$ cat src/link_supervisor_consts.svh
// register offsets, reset values, setting limits and timing for the link fault supervisor
`ifndef LINK_SUPERVISOR_CONSTS_SVH
`define LINK_SUPERVISOR_CONSTS_SVH

// ----------------------------------------------------------------
// register byte offsets
// ----------------------------------------------------------------
`define RETRY_LIMIT_OFS        8'h00
`define LOSS_INTERVAL_OFS      8'h04
`define FAULT_STOP_OFS         8'h08
`define PARAM_GATE_OFS         8'h0C
`define PROTOCOL_OFS           8'h10
`define TERM_FUNC_A_OFS        8'h14
`define TERM_FUNC_B_OFS        8'h18
`define TERM_FUNC_C_OFS        8'h1C
`define STATUS_OFS             8'h20
`define CONTROL_OFS            8'h24
`define FAULT_CODE_OFS         8'h28

// ----------------------------------------------------------------
// reset values and setting limits
// ----------------------------------------------------------------
`define RETRY_LIMIT_RST        16'h0001
`define RETRY_LIMIT_MAX        16'h000A
`define SETTING_DISABLED       16'h270F
`define LOSS_INTERVAL_RST      16'h270F
`define LOSS_INTERVAL_MAX      16'h270E
`define FAULT_STOP_RST         2'h0
`define FAULT_STOP_MAX         16'h0002
`define PARAM_GATE_RST         16'h0000
`define TERM_FUNC_RST          16'h0000
`define ALARM_FUNC_POS         16'h0062
`define ALARM_FUNC_NEG         16'h00C6
// fault code value is arbitrary
`define LINK_COMM_FAULT_CODE   8'hA5

// ----------------------------------------------------------------
// field positions
// ----------------------------------------------------------------
`define PROTOCOL_MODBUS_BIT    0
`define CONTROL_CLEAR_BIT      0

// ----------------------------------------------------------------
// timing
// ----------------------------------------------------------------
`define CLK_HZ                 20000000
`define LOSS_TICK_MS           100
`define LOSS_TICK_CYCLES       ((`CLK_HZ / 1000) * `LOSS_TICK_MS)

`endif

$ cat src/link_supervisor_pkg.sv
// types shared by the link fault supervisor
package link_supervisor_pkg;

  typedef enum logic [1:0] {
    STOP_COAST,
    STOP_DECEL,
    STOP_DECEL_RESTART
  } fault_stop_t;

  typedef enum logic [2:0] {
    ST_RUN,
    ST_COAST_HOLD,
    ST_DECEL,
    ST_DECEL_HOLD,
    ST_AUTO_DECEL,
    ST_AUTO_HOLD
  } fault_state_t;

endpackage

$ cat src/serial_link_fault_supervisor.sv
// serial link fault supervisor: retry counter, loss watchdog and fault reaction
//
// Overview of operation
// - count consecutive receive errors; trip once count exceeds retry limit 0 to 10, initial 1.
// - retry limit 9999 never trips; a receive error raises the minor fault alarm instead.
// - output terminals with function 98 drive the alarm high, 198 drive it low.
// - retry limit applies only under the vendor protocol, ignored under Modbus-RTU.
// - interval 0.1 s to 999.8 s trips if silence lasts longer than the interval.
// - interval 9999, the initial value, disables loss detection completely.
// - interval 0 keeps link usable but trips at once on entering link control mode.
// - any received frame clears the loss counter regardless of station number.
// - loss timing starts at the first frame received in link control mode.
// - stop select 0 coasts and latches, 1 decelerates then latches, 2 restarts on removal.
// - retry limit, interval and stop select accept writes only while the gate is 0.
//
// The AXI4-Lite slave port and the register offsets were chosen for this implementation.
`timescale 1ns/1ps
`include "link_supervisor_consts.svh"
module serial_link_fault_supervisor #(
  parameter int TICK_CYCLES = `LOSS_TICK_CYCLES,
  parameter int ERR_CNT_W   = 4
) (
  input  wire logic        aclk,
  input  wire logic        aresetn,
  // axi4-lite slave
  input  wire logic [7:0]  s_axi_awaddr,
  input  wire logic        s_axi_awvalid,
  output logic             s_axi_awready,
  input  wire logic [31:0] s_axi_wdata,
  input  wire logic [3:0]  s_axi_wstrb,
  input  wire logic        s_axi_wvalid,
  output logic             s_axi_wready,
  output logic [1:0]       s_axi_bresp,
  output logic             s_axi_bvalid,
  input  wire logic        s_axi_bready,
  input  wire logic [7:0]  s_axi_araddr,
  input  wire logic        s_axi_arvalid,
  output logic             s_axi_arready,
  output logic [31:0]      s_axi_rdata,
  output logic [1:0]       s_axi_rresp,
  output logic             s_axi_rvalid,
  input  wire logic        s_axi_rready,
  // drive side
  input  wire logic        rx_error,
  input  wire logic        frame_valid,
  input  wire logic        link_ctrl_mode,
  input  wire logic        motor_stopped,
  output logic [7:0]       fault_code,
  output logic             fault_display,
  output logic             fault_output,
  output logic             coast_stop,
  output logic             decel_stop,
  output logic             minor_fault_alarm,
  output logic [2:0]       term_out
);

  // ----------------------------------------------------------------
  // settings
  // ----------------------------------------------------------------
  logic [15:0]                        retry_limit_setting;
  logic [15:0]                        loss_check_interval;
  link_supervisor_pkg::fault_stop_t   fault_stop_select;
  logic [15:0]                        extended_param_gate;
  logic                               protocol_modbus;
  logic [15:0]                        term_func [3];

  // ----------------------------------------------------------------
  // axi4-lite write path
  // ----------------------------------------------------------------
  logic [7:0]  wr_addr;
  logic [31:0] wr_data;
  logic [3:0]  wr_strb;
  logic        do_write;
  logic        wr_hit;
  logic        wr_ok;
  logic [15:0] wr_val;
  logic        clear_req;

  function automatic logic [15:0] merge16(input logic [15:0] old, input logic [31:0] d,
                                          input logic [3:0] s);
    merge16 = {s[1] ? d[15:8] : old[15:8], s[0] ? d[7:0] : old[7:0]};
  endfunction

  // the transfer completes once both halves are held and no answer is pending
  assign do_write = !s_axi_awready && !s_axi_wready && !s_axi_bvalid;

  always_ff @(posedge aclk) begin
    if (!aresetn) begin
      s_axi_awready <= 1'b1;
      s_axi_wready  <= 1'b1;
      s_axi_bvalid  <= 1'b0;
      s_axi_bresp   <= 2'h0;
      wr_addr       <= 8'h00;
      wr_data       <= 32'h00000000;
      wr_strb       <= 4'h0;
    end else begin
      if (s_axi_awvalid && s_axi_awready) begin
        wr_addr       <= s_axi_awaddr;
        s_axi_awready <= 1'b0;
      end
      if (s_axi_wvalid && s_axi_wready) begin
        wr_data      <= s_axi_wdata;
        wr_strb      <= s_axi_wstrb;
        s_axi_wready <= 1'b0;
      end
      if (do_write) begin
        s_axi_bvalid <= 1'b1;
        s_axi_bresp  <= (wr_hit && wr_ok) ? 2'h0 : 2'h2;
      end
      if (s_axi_bvalid && s_axi_bready) begin
        s_axi_bvalid  <= 1'b0;
        s_axi_awready <= 1'b1;
        s_axi_wready  <= 1'b1;
      end
    end
  end

  // decode and range check; refused values leave the register unchanged
  always_comb begin
    wr_hit = 1'b1;
    wr_ok  = 1'b1;
    wr_val = 16'h0000;
    if (wr_addr == `RETRY_LIMIT_OFS) begin
      wr_val = merge16(retry_limit_setting, wr_data, wr_strb);
      wr_ok  = (extended_param_gate == 16'h0000) &&
               (wr_val <= `RETRY_LIMIT_MAX || wr_val == `SETTING_DISABLED);
    end else if (wr_addr == `LOSS_INTERVAL_OFS) begin
      wr_val = merge16(loss_check_interval, wr_data, wr_strb);
      wr_ok  = (extended_param_gate == 16'h0000) &&
               (wr_val <= `LOSS_INTERVAL_MAX || wr_val == `SETTING_DISABLED);
    end else if (wr_addr == `FAULT_STOP_OFS) begin
      wr_val = merge16({14'h0, fault_stop_select}, wr_data, wr_strb);
      wr_ok  = (extended_param_gate == 16'h0000) && (wr_val <= `FAULT_STOP_MAX);
    end else if (wr_addr == `PARAM_GATE_OFS) begin
      wr_val = merge16(extended_param_gate, wr_data, wr_strb);
    end else if (wr_addr == `PROTOCOL_OFS) begin
      wr_val = merge16({15'h0, protocol_modbus}, wr_data, wr_strb);
    end else if (wr_addr == `TERM_FUNC_A_OFS) begin
      wr_val = merge16(term_func[0], wr_data, wr_strb);
    end else if (wr_addr == `TERM_FUNC_B_OFS) begin
      wr_val = merge16(term_func[1], wr_data, wr_strb);
    end else if (wr_addr == `TERM_FUNC_C_OFS) begin
      wr_val = merge16(term_func[2], wr_data, wr_strb);
    end else if (wr_addr == `CONTROL_OFS) begin
      wr_val = merge16(16'h0000, wr_data, wr_strb);
    end else begin
      wr_hit = 1'b0;
      wr_ok  = 1'b0;
    end
  end

  // ----------------------------------------------------------------
  // setting registers
  // ----------------------------------------------------------------
  always_ff @(posedge aclk) begin
    if (!aresetn) begin
      retry_limit_setting <= `RETRY_LIMIT_RST;
      loss_check_interval <= `LOSS_INTERVAL_RST;
      fault_stop_select   <= link_supervisor_pkg::fault_stop_t'(`FAULT_STOP_RST);
      extended_param_gate <= `PARAM_GATE_RST;
      protocol_modbus     <= 1'b0;
      term_func[0]        <= `TERM_FUNC_RST;
      term_func[1]        <= `TERM_FUNC_RST;
      term_func[2]        <= `TERM_FUNC_RST;
    end else if (do_write && wr_ok) begin
      if (wr_addr == `RETRY_LIMIT_OFS) begin
        retry_limit_setting <= wr_val;
      end else if (wr_addr == `LOSS_INTERVAL_OFS) begin
        loss_check_interval <= wr_val;
      end else if (wr_addr == `FAULT_STOP_OFS) begin
        fault_stop_select <= link_supervisor_pkg::fault_stop_t'(wr_val[1:0]);
      end else if (wr_addr == `PARAM_GATE_OFS) begin
        extended_param_gate <= wr_val;
      end else if (wr_addr == `PROTOCOL_OFS) begin
        protocol_modbus <= wr_val[`PROTOCOL_MODBUS_BIT];
      end else if (wr_addr == `TERM_FUNC_A_OFS) begin
        term_func[0] <= wr_val;
      end else if (wr_addr == `TERM_FUNC_B_OFS) begin
        term_func[1] <= wr_val;
      end else if (wr_addr == `TERM_FUNC_C_OFS) begin
        term_func[2] <= wr_val;
      end
    end
  end

  assign clear_req = do_write && wr_ok && (wr_addr == `CONTROL_OFS) &&
                     wr_val[`CONTROL_CLEAR_BIT];

  // ----------------------------------------------------------------
  // receive error retry counter
  // ----------------------------------------------------------------
  logic [ERR_CNT_W-1:0] err_count;
  logic                 retry_trip;
  logic                 retry_disabled;
  logic                 frame_ok;

  assign retry_disabled = (retry_limit_setting == `SETTING_DISABLED);
  // a frame flagged with an error in the same cycle does not count as clean
  assign frame_ok       = frame_valid && !rx_error;

  retry_error_counter #(
    .CNT_W        (ERR_CNT_W)
  ) u_retry (
    .aclk         (aclk),
    .aresetn      (aresetn),
    .rx_error     (rx_error),
    .frame_ok     (frame_ok),
    .limit_active (!protocol_modbus && !retry_disabled),
    .limit        (retry_limit_setting),
    .count        (err_count),
    .trip         (retry_trip)
  );

  // alarm holds from the error until the next clean frame or until the retry limit leaves 9999; an error wins a tie
  always_ff @(posedge aclk) begin
    if (!aresetn) begin
      minor_fault_alarm <= 1'b0;
    end else if (rx_error && retry_disabled && !protocol_modbus) begin
      minor_fault_alarm <= 1'b1;
    end else if (frame_ok || !retry_disabled) begin
      minor_fault_alarm <= 1'b0;
    end
  end

  // ----------------------------------------------------------------
  // alarm terminals
  // ----------------------------------------------------------------
  genvar gi;
  generate
    for (gi = 0; gi < 3; gi = gi + 1) begin : g_term
      logic next_term;
      always_comb begin
        next_term = 1'b0;
        if (term_func[gi] == `ALARM_FUNC_POS) begin
          next_term = minor_fault_alarm;
        end else if (term_func[gi] == `ALARM_FUNC_NEG) begin
          next_term = !minor_fault_alarm;
        end
      end
      always_ff @(posedge aclk) begin
        if (!aresetn) begin
          term_out[gi] <= 1'b0;
        end else begin
          term_out[gi] <= next_term;
        end
      end
    end
  endgenerate

  // ----------------------------------------------------------------
  // signal loss watchdog
  // ----------------------------------------------------------------
  logic        loss_armed;
  logic [15:0] loss_count;
  logic        loss_tick;
  logic        loss_trip;
  logic        link_mode_q;
  logic        loss_enabled;

  assign loss_enabled = (loss_check_interval != `SETTING_DISABLED) &&
                        (loss_check_interval != 16'h0000);

  loss_tick_divider #(
    .TICK_CYCLES (TICK_CYCLES)
  ) u_tick (
    .aclk        (aclk),
    .aresetn     (aresetn),
    .restart     (frame_valid || !loss_armed),
    .tick        (loss_tick)
  );

  always_ff @(posedge aclk) begin
    if (!aresetn) begin
      link_mode_q <= 1'b0;
    end else begin
      link_mode_q <= link_ctrl_mode;
    end
  end

  always_ff @(posedge aclk) begin
    if (!aresetn) begin
      loss_armed <= 1'b0;
      loss_count <= 16'h0000;
      loss_trip  <= 1'b0;
    end else begin
      loss_trip <= 1'b0;
      if (!link_ctrl_mode || !loss_enabled) begin
        loss_armed <= 1'b0;
        loss_count <= 16'h0000;
        // interval zero faults on the entry edge into link control
        if (link_ctrl_mode && !link_mode_q && loss_check_interval == 16'h0000) begin
          loss_trip <= 1'b1;
        end
      end else if (frame_valid) begin
        loss_armed <= 1'b1;
        loss_count <= 16'h0000;
      end else if (loss_armed && loss_tick) begin
        if (loss_count >= loss_check_interval - 16'h0001) begin
          loss_trip  <= 1'b1;
          loss_armed <= 1'b0;
          loss_count <= 16'h0000;
        end else begin
          loss_count <= loss_count + 16'h0001;
        end
      end
    end
  end

  // ----------------------------------------------------------------
  // fault reaction
  // ----------------------------------------------------------------
  link_supervisor_pkg::fault_state_t state;
  link_supervisor_pkg::fault_state_t next_state;
  logic                              trip_event;
  logic                              next_coast;
  logic                              next_display;

  assign trip_event   = retry_trip || loss_trip;
  assign next_coast   = (next_state == link_supervisor_pkg::ST_COAST_HOLD);
  assign next_display = next_coast || (next_state == link_supervisor_pkg::ST_DECEL_HOLD) ||
                        (next_state == link_supervisor_pkg::ST_AUTO_HOLD);

  always_comb begin
    next_state = state;
    case (state)
      link_supervisor_pkg::ST_RUN: begin
        if (trip_event) begin
          if (fault_stop_select == link_supervisor_pkg::STOP_COAST) begin
            next_state = link_supervisor_pkg::ST_COAST_HOLD;
          end else if (fault_stop_select == link_supervisor_pkg::STOP_DECEL) begin
            next_state = link_supervisor_pkg::ST_DECEL;
          end else begin
            next_state = link_supervisor_pkg::ST_AUTO_DECEL;
          end
        end
      end
      link_supervisor_pkg::ST_COAST_HOLD: begin
        if (clear_req) begin
          next_state = link_supervisor_pkg::ST_RUN;
        end
      end
      link_supervisor_pkg::ST_DECEL: begin
        if (motor_stopped) begin
          next_state = link_supervisor_pkg::ST_DECEL_HOLD;
        end
      end
      link_supervisor_pkg::ST_DECEL_HOLD: begin
        if (clear_req) begin
          next_state = link_supervisor_pkg::ST_RUN;
        end
      end
      link_supervisor_pkg::ST_AUTO_DECEL: begin
        // removal during deceleration resumes at once
        if (frame_ok) begin
          next_state = link_supervisor_pkg::ST_RUN;
        end else if (motor_stopped) begin
          next_state = link_supervisor_pkg::ST_AUTO_HOLD;
        end
      end
      link_supervisor_pkg::ST_AUTO_HOLD: begin
        if (frame_ok) begin
          next_state = link_supervisor_pkg::ST_RUN;
        end
      end
      default: begin
        next_state = link_supervisor_pkg::ST_RUN;
      end
    endcase
  end

  always_ff @(posedge aclk) begin
    if (!aresetn) begin
      state <= link_supervisor_pkg::ST_RUN;
    end else begin
      state <= next_state;
    end
  end

  // outputs follow next_state so they change on the same edge as the state
  always_ff @(posedge aclk) begin
    if (!aresetn) begin
      coast_stop    <= 1'b0;
      decel_stop    <= 1'b0;
      fault_display <= 1'b0;
      fault_output  <= 1'b0;
      fault_code    <= 8'h00;
    end else begin
      coast_stop    <= next_coast;
      decel_stop    <= (next_state != link_supervisor_pkg::ST_RUN) && !next_coast;
      fault_display <= next_display;
      fault_output  <= next_display && (next_state != link_supervisor_pkg::ST_AUTO_HOLD);
      fault_code    <= next_display ? `LINK_COMM_FAULT_CODE : 8'h00;
    end
  end

  // ----------------------------------------------------------------
  // axi4-lite read path
  // ----------------------------------------------------------------
  logic [31:0] rd_val;
  logic        rd_hit;

  always_comb begin
    rd_hit = 1'b1;
    rd_val = 32'h00000000;
    if (s_axi_araddr == `RETRY_LIMIT_OFS) begin
      rd_val = {16'h0000, retry_limit_setting};
    end else if (s_axi_araddr == `LOSS_INTERVAL_OFS) begin
      rd_val = {16'h0000, loss_check_interval};
    end else if (s_axi_araddr == `FAULT_STOP_OFS) begin
      rd_val = {30'h0, fault_stop_select};
    end else if (s_axi_araddr == `PARAM_GATE_OFS) begin
      rd_val = {16'h0000, extended_param_gate};
    end else if (s_axi_araddr == `PROTOCOL_OFS) begin
      rd_val = {31'h0, protocol_modbus};
    end else if (s_axi_araddr == `TERM_FUNC_A_OFS) begin
      rd_val = {16'h0000, term_func[0]};
    end else if (s_axi_araddr == `TERM_FUNC_B_OFS) begin
      rd_val = {16'h0000, term_func[1]};
    end else if (s_axi_araddr == `TERM_FUNC_C_OFS) begin
      rd_val = {16'h0000, term_func[2]};
    end else if (s_axi_araddr == `STATUS_OFS) begin
      rd_val = {13'h0, state, 4'h0, 4'(err_count), 2'h0, loss_armed,
                minor_fault_alarm, decel_stop, coast_stop, fault_output, fault_display};
    end else if (s_axi_araddr == `CONTROL_OFS) begin
      rd_val = 32'h00000000;
    end else if (s_axi_araddr == `FAULT_CODE_OFS) begin
      rd_val = {24'h000000, fault_code};
    end else begin
      rd_hit = 1'b0;
    end
  end

  always_ff @(posedge aclk) begin
    if (!aresetn) begin
      s_axi_arready <= 1'b1;
      s_axi_rvalid  <= 1'b0;
      s_axi_rdata   <= 32'h00000000;
      s_axi_rresp   <= 2'h0;
    end else if (s_axi_arvalid && s_axi_arready) begin
      s_axi_arready <= 1'b0;
      s_axi_rvalid  <= 1'b1;
      s_axi_rdata   <= rd_val;
      s_axi_rresp   <= rd_hit ? 2'h0 : 2'h2;
    end else if (s_axi_rvalid && s_axi_rready) begin
      s_axi_rvalid  <= 1'b0;
      s_axi_arready <= 1'b1;
    end
  end

endmodule

$ cat src/loss_tick_divider.sv
// divider giving one-cycle enable pulses at the loss-check resolution
`timescale 1ns/1ps
module loss_tick_divider #(
  parameter int TICK_CYCLES = 2000000
) (
  input  wire logic aclk,
  input  wire logic aresetn,
  input  wire logic restart,
  output logic      tick
);

  logic [31:0] count;

  // restart realigns the phase so a period is measured from the last frame
  always_ff @(posedge aclk) begin
    if (!aresetn || restart) begin
      count <= 32'h00000000;
      tick  <= 1'b0;
    end else if (count == 32'(TICK_CYCLES - 1)) begin
      count <= 32'h00000000;
      tick  <= 1'b1;
    end else begin
      count <= count + 32'h00000001;
      tick  <= 1'b0;
    end
  end

endmodule

$ cat src/retry_error_counter.sv
// consecutive receive error counter with limit check
`timescale 1ns/1ps
module retry_error_counter #(
  parameter int CNT_W = 4
) (
  input  wire logic             aclk,
  input  wire logic             aresetn,
  input  wire logic             rx_error,
  input  wire logic             frame_ok,
  input  wire logic             limit_active,
  input  wire logic [15:0]      limit,
  output logic      [CNT_W-1:0] count,
  output logic                  trip
);

  logic [CNT_W-1:0] next_count;

  always_comb begin
    next_count = count;
    if (rx_error && count != {CNT_W{1'b1}}) begin
      next_count = count + {{(CNT_W-1){1'b0}}, 1'b1};
    end
  end

  always_ff @(posedge aclk) begin
    if (!aresetn) begin
      count <= '0;
      trip  <= 1'b0;
    end else begin
      trip <= 1'b0;
      if (frame_ok) begin
        count <= '0;
      end else if (rx_error) begin
        count <= next_count;
        if (limit_active && 16'(next_count) > limit) begin
          trip <= 1'b1;
        end
      end
    end
  end

endmodule

$ cat config.mk
export PLATFORM = sky130hd
export DESIGN_NAME = serial_link_fault_supervisor
export DESIGN_NICKNAME = d
export VERILOG_FILES = /design/src/link_supervisor_pkg.sv /design/src/serial_link_fault_supervisor.sv /design/src/loss_tick_divider.sv /design/src/retry_error_counter.sv
export VERILOG_INCLUDE_DIRS = /design/src /design/src/src
export SDC_FILE = /design/constraint.sdc
export NUM_CORES = 1
export LEC_CHECK = 0
export BUFFER_PORTS_ARGS = -buffer_cell sky130_fd_sc_hd__buf_2
export CORE_ASPECT_RATIO = 1.5
export CORE_MARGIN = 1
export CORE_UTILIZATION = 50
export DETAILED_ROUTE_END_ITERATION = 8
export PLACE_DENSITY = 0.69
export RECOVER_POWER = 25
export SYNTH_ARGS = -nofsm -noshare
export SYNTH_HDL_FRONTEND = slang
export SYNTH_SLANG_ARGS = --single-unit
$ cat constraint.sdc
create_clock -name aclk -period 5.2 [get_ports aclk]
set_input_delay 0 -clock aclk [delete_from_list [all_inputs] [get_ports aclk]]
set_output_delay 0 -clock aclk [all_outputs]
set_load 0.01 [all_outputs]
==> results.toml, run 1 <==
[sta]
tightestPinTransition_ps = 1760
min_period_ps = 3750
fmax_mhz = 266
finalHoldViolations = 0
min_period_over_period_pct = 72.2
maxSlewViolCount = 80
fin_setup_tns_ps = 0
relSlewSlack_pct = -17.1
clock_skew_ps = 15.1
rsz0062_at_grt = "false"
setup_viol = 0

[flow_run]
cap_violations = 2

[clocking]
htreeDepth = 1
cts_tree = "done"
clk_pin_slew_ps = 60
clk_latency_ps = 520
cts_buffer_depth = 3
root_buffer = "clkbuf_16"
cts_sinks = 219
cts_setup_buffers = 0
cts_buffers = 23

[status]
status = "complete, but fails checks"
violations = "design-rule violations, max-capacitance violations, max-slew violations"

[logic_synthesis]
syn_avg_cell_area_um2 = 8.53
async_reset_ff_share_pct = 0
synth_area_leader_cell = "dfxtp_1"
synthFlopType = "dfxtp_1"
synth_top_area_share_pct = 29.8
ys_top_cells_by_area = "dfxtp_1, edfxtp_1, nand2_1, nor2_1, a21oi_1"
synth_edf_count = 48
synth_warnings = 0
yosysSeqAreaShare_pct = 42.4
ys_ff_latch = 219
syn_area_um2 = 11500
syn_inst = 1345
yosysUniqueCellTypes = 78

[power_and_ir_drop]
netSwitchingFraction_pct = 24.8
clock_power_share_pct = 43.6
power_frac_comb_pct = 8.6
pwr_density_cell_nw_per_um2 = 291
power.internal_mw = 2.87
p_sw_mw = 0.949
power_leakage_nw = 4.82
vdd_ir_drop_max_mv = 0.265
pwr-share-seq_pct = 47.7

[routing]
ant_nets = 0
via_count = 10735
wl_um = 37100
drc_errors = 27
drtIter0Drc = 994
drtPass1Iterations = 9
routed_via_density = 6.22
wl_per_cell_um = 21.5

[min_path]
holdCritPathClass = "input port to flip-flop"

[grt]
grt_pass1_vias = 10317
antenna_found_initial = 0
grt_pass1_wl_um = 57000
grt_overflow = 0
grt_max_degree = 44
track_usage_pct = 31.2

[placement]
dp.cells = 1640
post-dp-hpwl_um = 26600
portBuffers = 82
place_congestion = 0.976

[critical_path]
slowest_stage = "or4_1"
critPathCaptureType = "flip-flop"
cp_max_fo = 15
cp_cell_sequence = "or4_1 > nor3_1 > nand2_1 > nor4_1 > xnor2_1 > ha_1 > a21o_1 > a21o_1 > a21oi_1 > o22a_1 > o211ai_1 > a21oi_1"
critPathBufInv = 0
start_kind = "flip-flop"
cpLargestDelayFamily = "compound AO/OA/AOI/OAI gates"
crit_arrival_ps = 4190
cp.required_ps = 5630
crit_type = "flip-flop to flip-flop"
cpPeakStageDelay_ps = 570

[floorplan]
die_w_um = 126
fp.dieH_um = 187
ioPinCount = 120
core_area_um2 = 22500
die_area_um2 = 23600
core.rowCount = 67
initial_core_util_pct = 51.1

[cells_and_area]
layout.nets = 1526
drive_gt1_share_pct = 8.82
antenna_cells = 0
area_growth_pct = 14.6
fin_cells = 1727
-- what timing repair did --
| action | in CTS | in global routing |
|---|---|---|
| hold buffers | 48 | 0 |
| resized for setup | 0 | 0 |
| endpoints found under the hold margin | 42 | 0 |
-- placed cells by master (no fill, tap or decap), types with 6 or more instances in the layout --
master,instances
a211oi_1,23
a21o_1,8
a21oi_1,93
a222oi_1,29
a22o_1,6
a31oi_1,7
and3_1,28
buf_2,44
buf_4,16
clkbuf_1,41
clkbuf_16,24
conb_1,19
dfxtp_1,171
dlygate4sd3_1,48
edfxtp_1,48
ha_1,26
inv_1,40
mux2_2,10
mux2i_1,19
nand2_1,165
nand2b_1,12
nand3_1,47
nand4_1,21
nor2_1,162
nor2b_1,15
nor3_1,30
nor4_1,19
nor4b_1,9
nor4bb_1,6
o211ai_1,16
o21ai_0,51
o221ai_1,7
o22ai_1,14
o31ai_1,6
or3_1,7
or4_1,9
xnor2_1,30
xor2_1,26
-- flip-flops by register name (all words and copies together), names as in the netlist, 2 cells and up --
name and cells:
loss_check_interval 16, wr_addr 8, term_out 3, term_func 48, wr_data 16, extended_param_gate 16, retry_limit_setting 16, loss_count 16
s_axi_rdata 19, wr_strb 2, u_retry.count 4, fault_stop_select 2, u_tick.count 32, state 3
-- power by group through the flow --
stage	Combinational (mW)	Clock [mW]	Sequential (mW)
finish	0.331	1.67	1.82
global route	0.355	1.75	1.83
CTS	0.325	1.68	1.82
detailed placement	0.296	0	1.86
global placement	0.293	0	1.86
floorplan	0.215	0	1.84
-- layout make-up --
type / count / area, um^2
fillers: 2037 / 9320
multi-input cells: 1004 / 6050
flip-flops and latches: 219 / 4860
repair buffers: 147 / 967
clock buffers: 30 / 657
well taps: 276 / 345
inverters: 42 / 158
clock inverters: 9 / 104
-- cells in the mapped netlist, types with 8 or more instances --
library cell,n
edfxtp_1,48
buf_4,24
nor2b_1,15
o21ai_0,52
nand4_1,21
buf_2,12
mux2_2,11
a222oi_1,29
ha_1,26
clkbuf_1,53
and3_1,28
nand2_1,165
and2_1,8
mux2i_1,19
nor2_1,162
inv_1,40
or4_1,9
dfxtp_1,171
xnor2_1,30
a211oi_1,23
o22ai_1,14
nor4_1,19
buf_1,9
o211ai_1,16
nor3_1,31
nand2b_1,12
nor4b_1,9
nand3_1,47
a21oi_1,93
a21o_1,8
xor2_1,26
-- worst reg2reg max path: stages, from the launching register on --
cell	delay, ps
dfxtp_1	420
or4_1	570
nor3_1	320
nand2_1	180
nor4_1	310
xnor2_1	170
ha_1	260
a21o_1	170
a21o_1	180
a21oi_1	200
o22a_1	180
o211ai_1	440
a21oi_1	280
-- logic make-up (layout without fill, tap and decap cells) --
group | Yosys count | after routing | synth area share (%)
other cells | 1 | 19 | 0.0327
fa+ha+maj | 26 | 26 | 2.84
flops | 219 | 219 | 42.4
compound gates | 307 | 307 | 18.1
simple gates | 566 | 566 | 24.1
buf+inv | 140 | 228 | 5.50
xor+xnor | 56 | 56 | 4.28
mux | 30 | 30 | 2.74
-- per-stage QoR --
step                total power, mW  hold slack [ps]  cell area (um^2)  util [%]  worst slack (ps)
floorplan                      2.05             76.7             11500         -              2000
global placement               2.15              213             12000      53.2              1500
detailed placement             2.16              238             12000      53.2              1420
CTS                            3.83             7.41             13200      58.7              1400
global route                   3.94             25.8             13100      58.5              1130
finish                         3.82             34.1             13100      58.5              1450
-- layer usage --
| layer | track usage, % | share of wire, % |
|---|---|---|
| met5 | 0 | 0 |
| met4 | 22.6 | 8.4 |
| met3 | 4.68 | 6.2 |
| met2 | 54.2 | 48 |
| met1 | 34.4 | 37 |
-- final timing paths --
kind                                       startpoint                                  end  slack, ps  depth (start not counted)
setup / recovery  loss_check_interval[5]$_SDFFE_PN0P_          loss_count[14]$_SDFFE_PP0P_       1450                         12
hold / removal                                aresetn  retry_limit_setting[0]$_SDFFE_PN1P_         30                          3
setup reg to reg  loss_check_interval[5]$_SDFFE_PN0P_          loss_count[14]$_SDFFE_PP0P_       1450                         12
hold reg to reg          s_axi_rdata[17]$_SDFFE_PN0P_         s_axi_rdata[17]$_SDFFE_PN0P_        450                          2
Note: power is estimated with default switching activity, not from simulation.
==> run 2: changes to the inputs <==
ABC_AREA = 1   (was not set)
PLACE_DENSITY = 0.72   (was 0.69)
clock period = 3.3 ns   (was 5.2 ns; I/O delays follow)
==> run 2 against run 1 <==
Effect of this change: wire length is 19% higher; the flow finishes with violations (max-capacitance violations, max-slew violations); sequential share of layout area is 2.4 points lower; synthesized area is 7.3% higher; clock-buffer cell count stayed put; combinational power is 88% higher; critical path depth is 3 lower; register-to-register slack worse by 1200 ps; die area is 7.2% higher; clock skew is 0.62 ps lower.
==> results.toml, run 2 <==
[status]
violations = "max-capacitance violations, max-slew violations"
status = "complete, but fails checks"

[sta]
min_period_over_period_pct = 91.4
holdWs_ps = 16.3
fin_setup_tns_ps = 0
maxSlewViolCount = 117
rsz0062_at_grt = "false"
finalHoldViolations = 0
min_period_ps = 3020
fmax_mhz = 332
relSlewSlack_pct = -29.6
setup_viol = 0
tightestPinTransition_ps = 1940
clock_skew_ps = 14.5

[floorplan]
die_area_um2 = 25300
fp.dieH_um = 194
ioPinCount = 120
core.rowCount = 70
initial_core_util_pct = 50.7
die_w_um = 130
core_area_um2 = 24300

[logic_synthesis]
synthTopCellsByCount = "nand2_1, inv_1, nor2_1"
yosysMostFrequentCell = "nand2_1"
synth_area_leader_cell = "dfxtp_1"
yosysSeqAreaShare_pct = 39.5
async_reset_ff_share_pct = 0
syn_avg_cell_area_um2 = 7.14
synth_top_area_share_pct = 27.8
syn_inst = 1723
synth_warnings = 0
yosysUniqueCellTypes = 60
synthFlopType = "dfxtp_1"
synth_edf_count = 48
ys_ff_latch = 219
ys_top_cells_by_area = "dfxtp_1, edfxtp_1, nand2_1, a21oi_1, inv_1"
syn_area_um2 = 12300

[min_path]
holdCritPathClass = "input port to flip-flop"

[cells_and_area]
fin_util_pct = 57.9
largest_reg_flops = 48
layout.nets = 1919
drive_gt1_share_pct = 8.56
fin_cells = 2170
stdcell_area_um2 = 14000
largest-register = "term_func"
area_growth_pct = 14.1
final_cell_mix = "nand2_1, inv_1, nor2_1, dfxtp_1, a21oi_1"
final_common_cell = "nand2_1"
antenna_cells = 0
top_regs = "term_func x48, u_tick.count x32, s_axi_rdata x19"

[critical_path]
cp_max_fo = 10
start_kind = "flip-flop"
cp_cell_sequence = "nor2_1 > nand2_1 > nor2_1 > clkinv_1 > o2111ai_1 > nand2_1 > o21ai_0 > nand4_1 > a21boi_1"
cp.required_ps = 3520
cpPeakStageDelay_ps = 520
critPathCaptureType = "flip-flop"
slowest_stage = "clkinv_1"
crit_type = "flip-flop to flip-flop"
crit_arrival_ps = 3240

[grt]
grt_max_degree = 81
use_met3_pct = 5.63
grt_pass1_vias = 12001
antenna_found_initial = 0
grt_overflow = 0
use_met2_pct = 58.8
use_met1_pct = 40.1
track_usage_pct = 35.1
busiest_layer = "met2"
grt_pass1_wl_um = 66600

[clocking]
clk_latency_ps = 520
cts_setup_buffers = 0
cts_sinks = 219
cts_tree = "done"
htreeDepth = 1
clk_pin_slew_ps = 60
root_buffer = "clkbuf_16"
cts_buffer_depth = 3
cts_buffers = 22

[power_and_ir_drop]
pwr_density_cell_nw_per_um2 = 436
vdd_ir_drop_max_mv = 0.417
power_leakage_nw = 5.77

[placement]
post_dp_cell_area_um2 = 13000
place_congestion = 1.06
portBuffers = 82
post-dp-hpwl_um = 33000
dp.cells = 2096

[routing]
wl_per_cell_um = 20.4
drc_errors = 0
drtPass1Iterations = 7
ant_nets = 0
drtIter0Drc = 1102
routed_via_density = 5.88
via_count = 12770
wl_um = 44200

[flow_run]
cap_violations = 2
[run 2: cell count changes after synthesis, moves of 19 or more]
| cell | change |
|---|---|
| inv_1 | +166 |
| nand2_1 | +163 |
| o21ai_0 | +91 |
| a21oi_1 | +68 |
| nor2_1 | +32 |
| a222oi_1 | -29 |
| and3_1 | -26 |
| xnor2_1 | -25 |
| nand4_1 | +23 |
| nor3_1 | +20 |
| a211oi_1 | -19 |
| mux2i_1 | -19 |
[run 2: worst max-delay path: cells and delay by family, from the launching register on]
kind | cells | cell delay [ps]
flip-flops | 1 | 310
AND/OR/NAND/NOR | 5 | 1060
AO/OA/AOI/OAI | 3 | 830
buffers and inverters | 1 | 520
[run 2: kinds of logic after synthesis]
group / share of synthesized area (%)
flops: 39.5
buf+inv: 10.4
fa+ha+maj: 2.64
simple gates: 26.6
xor+xnor: 1.71
other cells: 0.0305
compound gates: 19.1
[run 2: layout make-up]
type | count | area (um^2)
Clock buffer | 30 | 653
Clock inverter | 10 | 104
Fill cell | 2336 | 10200
Inverter | 217 | 820
Multi-Input combinational cell | 1220 | 6230
Sequential cell | 219 | 4860
Tap cell | 324 | 405
Timing Repair Buffer | 150 | 963
[run 2: routing by layer]
layer / vias to the layer above / routed length, um
li1: 5988 / -
met1: 5890 / 16100
met2: 679 / 20900
met3: 213 / 3580
met4: 0 / 3670
met5: - / 0
[run 2: repair_timing]
| action | 4_1_cts | 5_1_grt |
|---|---|---|
| hold buffers | 34 | 0 |
| endpoints found under the setup margin | 0 | 15 |
| hold endpoints to repair | 40 | 0 |
| resized for setup | 0 | 2 |
[run 2: path summary, 6_finish.rpt]
check                                                 from                           to  slack (ps)  cells after the start
worst max-delay path               wr_addr[0]$_SDFFE_PN0P_   term_func[0][35]$_DFFE_PP_         280                      9
worst min-delay path                       s_axi_araddr[5]  s_axi_rresp[1]$_SDFFE_PN0P_          20                      5
worst max register to register     wr_addr[0]$_SDFFE_PN0P_   term_func[0][35]$_DFFE_PP_         280                      9
worst min register to register  u_tick.count[0]$_SDFF_PP0_   u_tick.count[0]$_SDFF_PP0_         450                      1
[run 2: through the flow]
stage / total power [mW] / setup WS (ps)
final: 6.13 / 284
after CTS: 6.13 / 229
after detailed placement: 3.49 / 237
after floorplan: 3.29 / 215
after global routing: 6.32 / 34.4
after global placement: 3.49 / 277
[run 2: power breakdown]
part / leakage [nW] / internal, mW / switching [mW]
Sequential: 1.88 / 2.80 / 0.0620
Clock: 0.386 / 1.54 / 1.10
Combinational: 3.50 / 0.192 / 0.431
Total: 5.77 / 4.54 / 1.59
==> run 3: changes to the inputs <==
SYNTH_HIERARCHICAL = 1   (was not set)
==> run 3 against run 2 <==
Effect of this change: the run still ends with max-capacitance violations, max-slew violations left; combinational power shrank 2%; synthesized cell count is 7.4% higher; setup slack better by 9.8 ps; global-route usage is 1.7 points lower; critical path depth is 7 higher; power down 0.39%; utilization is 0.12 points lower; via count grew 0.81%; critical path type unchanged.
==> results.toml, run 3 <==
[status]
status = "complete, but fails checks"
violations = "max-capacitance violations, max-slew violations"

[routing]
ant_nets = 0
via_count = 12873
drtPass1Iterations = 6
routed_via_density = 5.58
wl_met2_um = 22200
wl_per_cell_um = 18.9
wl_um = 43700
drtIter0Drc = 1205
dr_wl_met3_um = 2630
highest_layer = "met4"
m1WireLength_um = 15700
drc_errors = 0

[placement]
dp.cells = 2232
post-dp-hpwl_um = 33500
portBuffers = 82
place_congestion = 1.00

[sta]
fmax_mhz = 333
clock_skew_ps = 16.9
rsz0062_at_grt = "false"
finalHoldViolations = 0
maxSlewViolCount = 120
min_period_ps = 3010
fin_setup_tns_ps = 0
min_period_over_period_pct = 91.1
setup_viol = 0
relSlewSlack_pct = -29.3
tightestPinTransition_ps = 1940

[grt]
grt_max_degree = 82
grt_pass1_vias = 12370
track_usage_pct = 33.4
grt_overflow = 0
antenna_found_initial = 0
grt_pass1_wl_um = 66900

[clocking]
htreeDepth = 1
clk_latency_ps = 530
root_buffer = "clkbuf_16"
clk_pin_slew_ps = 70
cts_buffer_depth = 3
cts_setup_buffers = 0
cts_tree = "done"
cts_sinks = 219
cts_buffers = 22

[cells_and_area]
final_common_cell = "nand2_1"
final_cell_mix = "nand2_1, nor2_1, inv_1, dfxtp_1, a21oi_1"
largest_reg_flops = 48
area_growth_pct = 13.6
top_regs = "term_func x48, u_tick/count x32, s_axi_rdata x19"
drive_gt1_share_pct = 9.05
layout.nets = 2051
fin_cells = 2306
largest-register = "term_func"
antenna_cells = 0

[floorplan]
core.rowCount = 71
die_w_um = 132
core_area_um2 = 25000
ioPinCount = 120
die_area_um2 = 26000
fp.dieH_um = 197
initial_core_util_pct = 50.8

[power_and_ir_drop]
power_leakage_nw = 6.17
fin_total_pwr_mw = 6.10
vdd_ir_drop_max_mv = 0.335
pwr_density_cell_nw_per_um2 = 423

[critical_path]
crit_arrival_ps = 3440
cp_cell_sequence = "nor2_1 > nand2_1 > nor3_2 > nand3_1 > nor2_1 > nand3_1 > nor3_1 > xor2_1 > ha_1 > nand2_1 > a21oi_1 > a211oi_1 > nand2_1 > nand2_1 > nand2_2 > nor3b_1"
slowest_stage = "dfxtp_1"
reg2reg_slack_ps = 290
cp.required_ps = 3740
cp_common_cell = "nand2_1"
cp_max_fo = 15
start_kind = "flip-flop"
r2r_cells = 16
crit_type = "flip-flop to flip-flop"
cpPeakStageDelay_ps = 340
critPathCaptureType = "flip-flop"
r2r_end = "loss_count[2]$_SDFFE_PP0P_"
r2r_start = "loss_check_interval[1]$_SDFFE_PN1P_"

[logic_synthesis]
synth_area_leader_cell = "dfxtp_1"
syn_area_um2 = 12700
syn_inst = 1851
yosysSeqAreaShare_pct = 38.4
ys_ff_latch = 219
synthTopCellsByCount = "nand2_1, nor2_1, inv_1"
ys_top_cells_by_area = "dfxtp_1, nand2_1, edfxtp_1, nor2_1, inv_1"
yosysMostFrequentCell = "nand2_1"
synthFlopType = "dfxtp_1"
async_reset_ff_share_pct = 0
synth_warnings = 6
synth_top_area_share_pct = 27.0
synth_edf_count = 48
syn_avg_cell_area_um2 = 6.85
yosysUniqueCellTypes = 57

[min_path]
hp-start = "s_axi_awvalid"
holdCritPathClass = "input port to flip-flop"
hold_end = "s_axi_awready$_SDFFE_PP1P_"
whs_path_depth = 4

[flow_run]
cap_violations = 2
## run 3: cell types whose count changed after synthesis, moves of 8 or more
cell / before / now
nand4_1: 44 / 34
o21ai_0: 143 / 114
o2111ai_1: 17 / 7
nor3_1: 51 / 35
nor2_1: 194 / 252
inv_2: 6 / 21
a21oi_1: 161 / 149
inv_1: 206 / 228
nand2_1: 328 / 433
nand3_1: 59 / 67
## run 3: how the worst max path moves through the flow
stage                                        endpoint  cells past startpoint  slack [ps]                           startpoint
final                      loss_count[2]$_SDFFE_PP0P_                     16         290  loss_check_interval[1]$_SDFFE_PN1P_
after floorplan             term_func[0][0]$_DFFE_PP_                     12         410              wr_strb[1]$_SDFFE_PN0P_
after global routing      loss_count[10]$_SDFFE_PP0P_                     16          40  loss_check_interval[1]$_SDFFE_PN1P_
after CTS                  loss_count[2]$_SDFFE_PP0P_                     16          70  loss_check_interval[1]$_SDFFE_PN1P_
after global placement     loss_count[2]$_SDFFE_PP0P_                     16         220  loss_check_interval[1]$_SDFFE_PN1P_
after detailed placement   loss_count[6]$_SDFFE_PP0P_                     16         100  loss_check_interval[1]$_SDFFE_PN1P_
## run 3: stage by stage
step	utilization (%)	hold slack, ps	area, um^2	setup WS (ps)
after floorplan	-	97.6	12800	411
after global placement	53.6	214	13400	224
after detailed placement	53.6	220	13400	98.8
after CTS	58.0	14.6	14500	67.8
after global routing	57.7	124	14400	42.2
final	57.7	52.3	14400	294
## run 3: area by class of cell
| cell class | instances | area, um^2 |
|---|---|---|
| clock buffers | 26 | 597 |
| clock inverters | 14 | 153 |
| fillers | 2452 | 10500 |
| inverters | 253 | 955 |
| multi-input cells | 1313 | 6460 |
| flip-flops and latches | 219 | 4860 |
| well taps | 328 | 410 |
| repair buffers | 153 | 973 |
## run 3: critical path: cells and delay by family (launching register included)
kind	cells	cell delay, ps
AO/OA/AOI/OAI	2	300
AND/OR/NAND/NOR	12	1800
flip-flops	1	340
adder cells (fa/ha/maj)	1	280
XOR/XNOR	1	200
## run 3: layer usage
layer	vias to the layer above	GRT usage, %
met5	-	0
met4	0	23.0
met3	171	5.06
met1	5978	34.6
li1	6209	-
met2	515	61.7
## run 3: timing repair
action / in CTS / in global routing
hold endpoints to repair: 50 / 0
setup endpoints to repair: 0 / 15
resized for setup: 0 / 2
hold buffers: 34 / 0
## run 3: logic make-up after synthesis
| group | count (synthesis) | synth area share, % |
|---|---|---|
| adder cells (fa/ha/maj) | 26 | 2.56 |
| flip-flops | 219 | 38.4 |
| XOR/XNOR | 33 | 2.34 |
| other | 1 | 0.0296 |
| AO/OA/AOI/OAI | 360 | 15.9 |
| buffers and inverters | 337 | 11.3 |
| AND/OR/NAND/NOR | 875 | 29.5 |
## run 3: power by group
| group | internal [mW] | total, mW | switching (mW) |
|---|---|---|---|
| clock | 1.53 | 2.63 | 1.10 |
| combinational | 0.194 | 0.609 | 0.415 |
| sequential | 2.80 | 2.86 | 0.0605 |
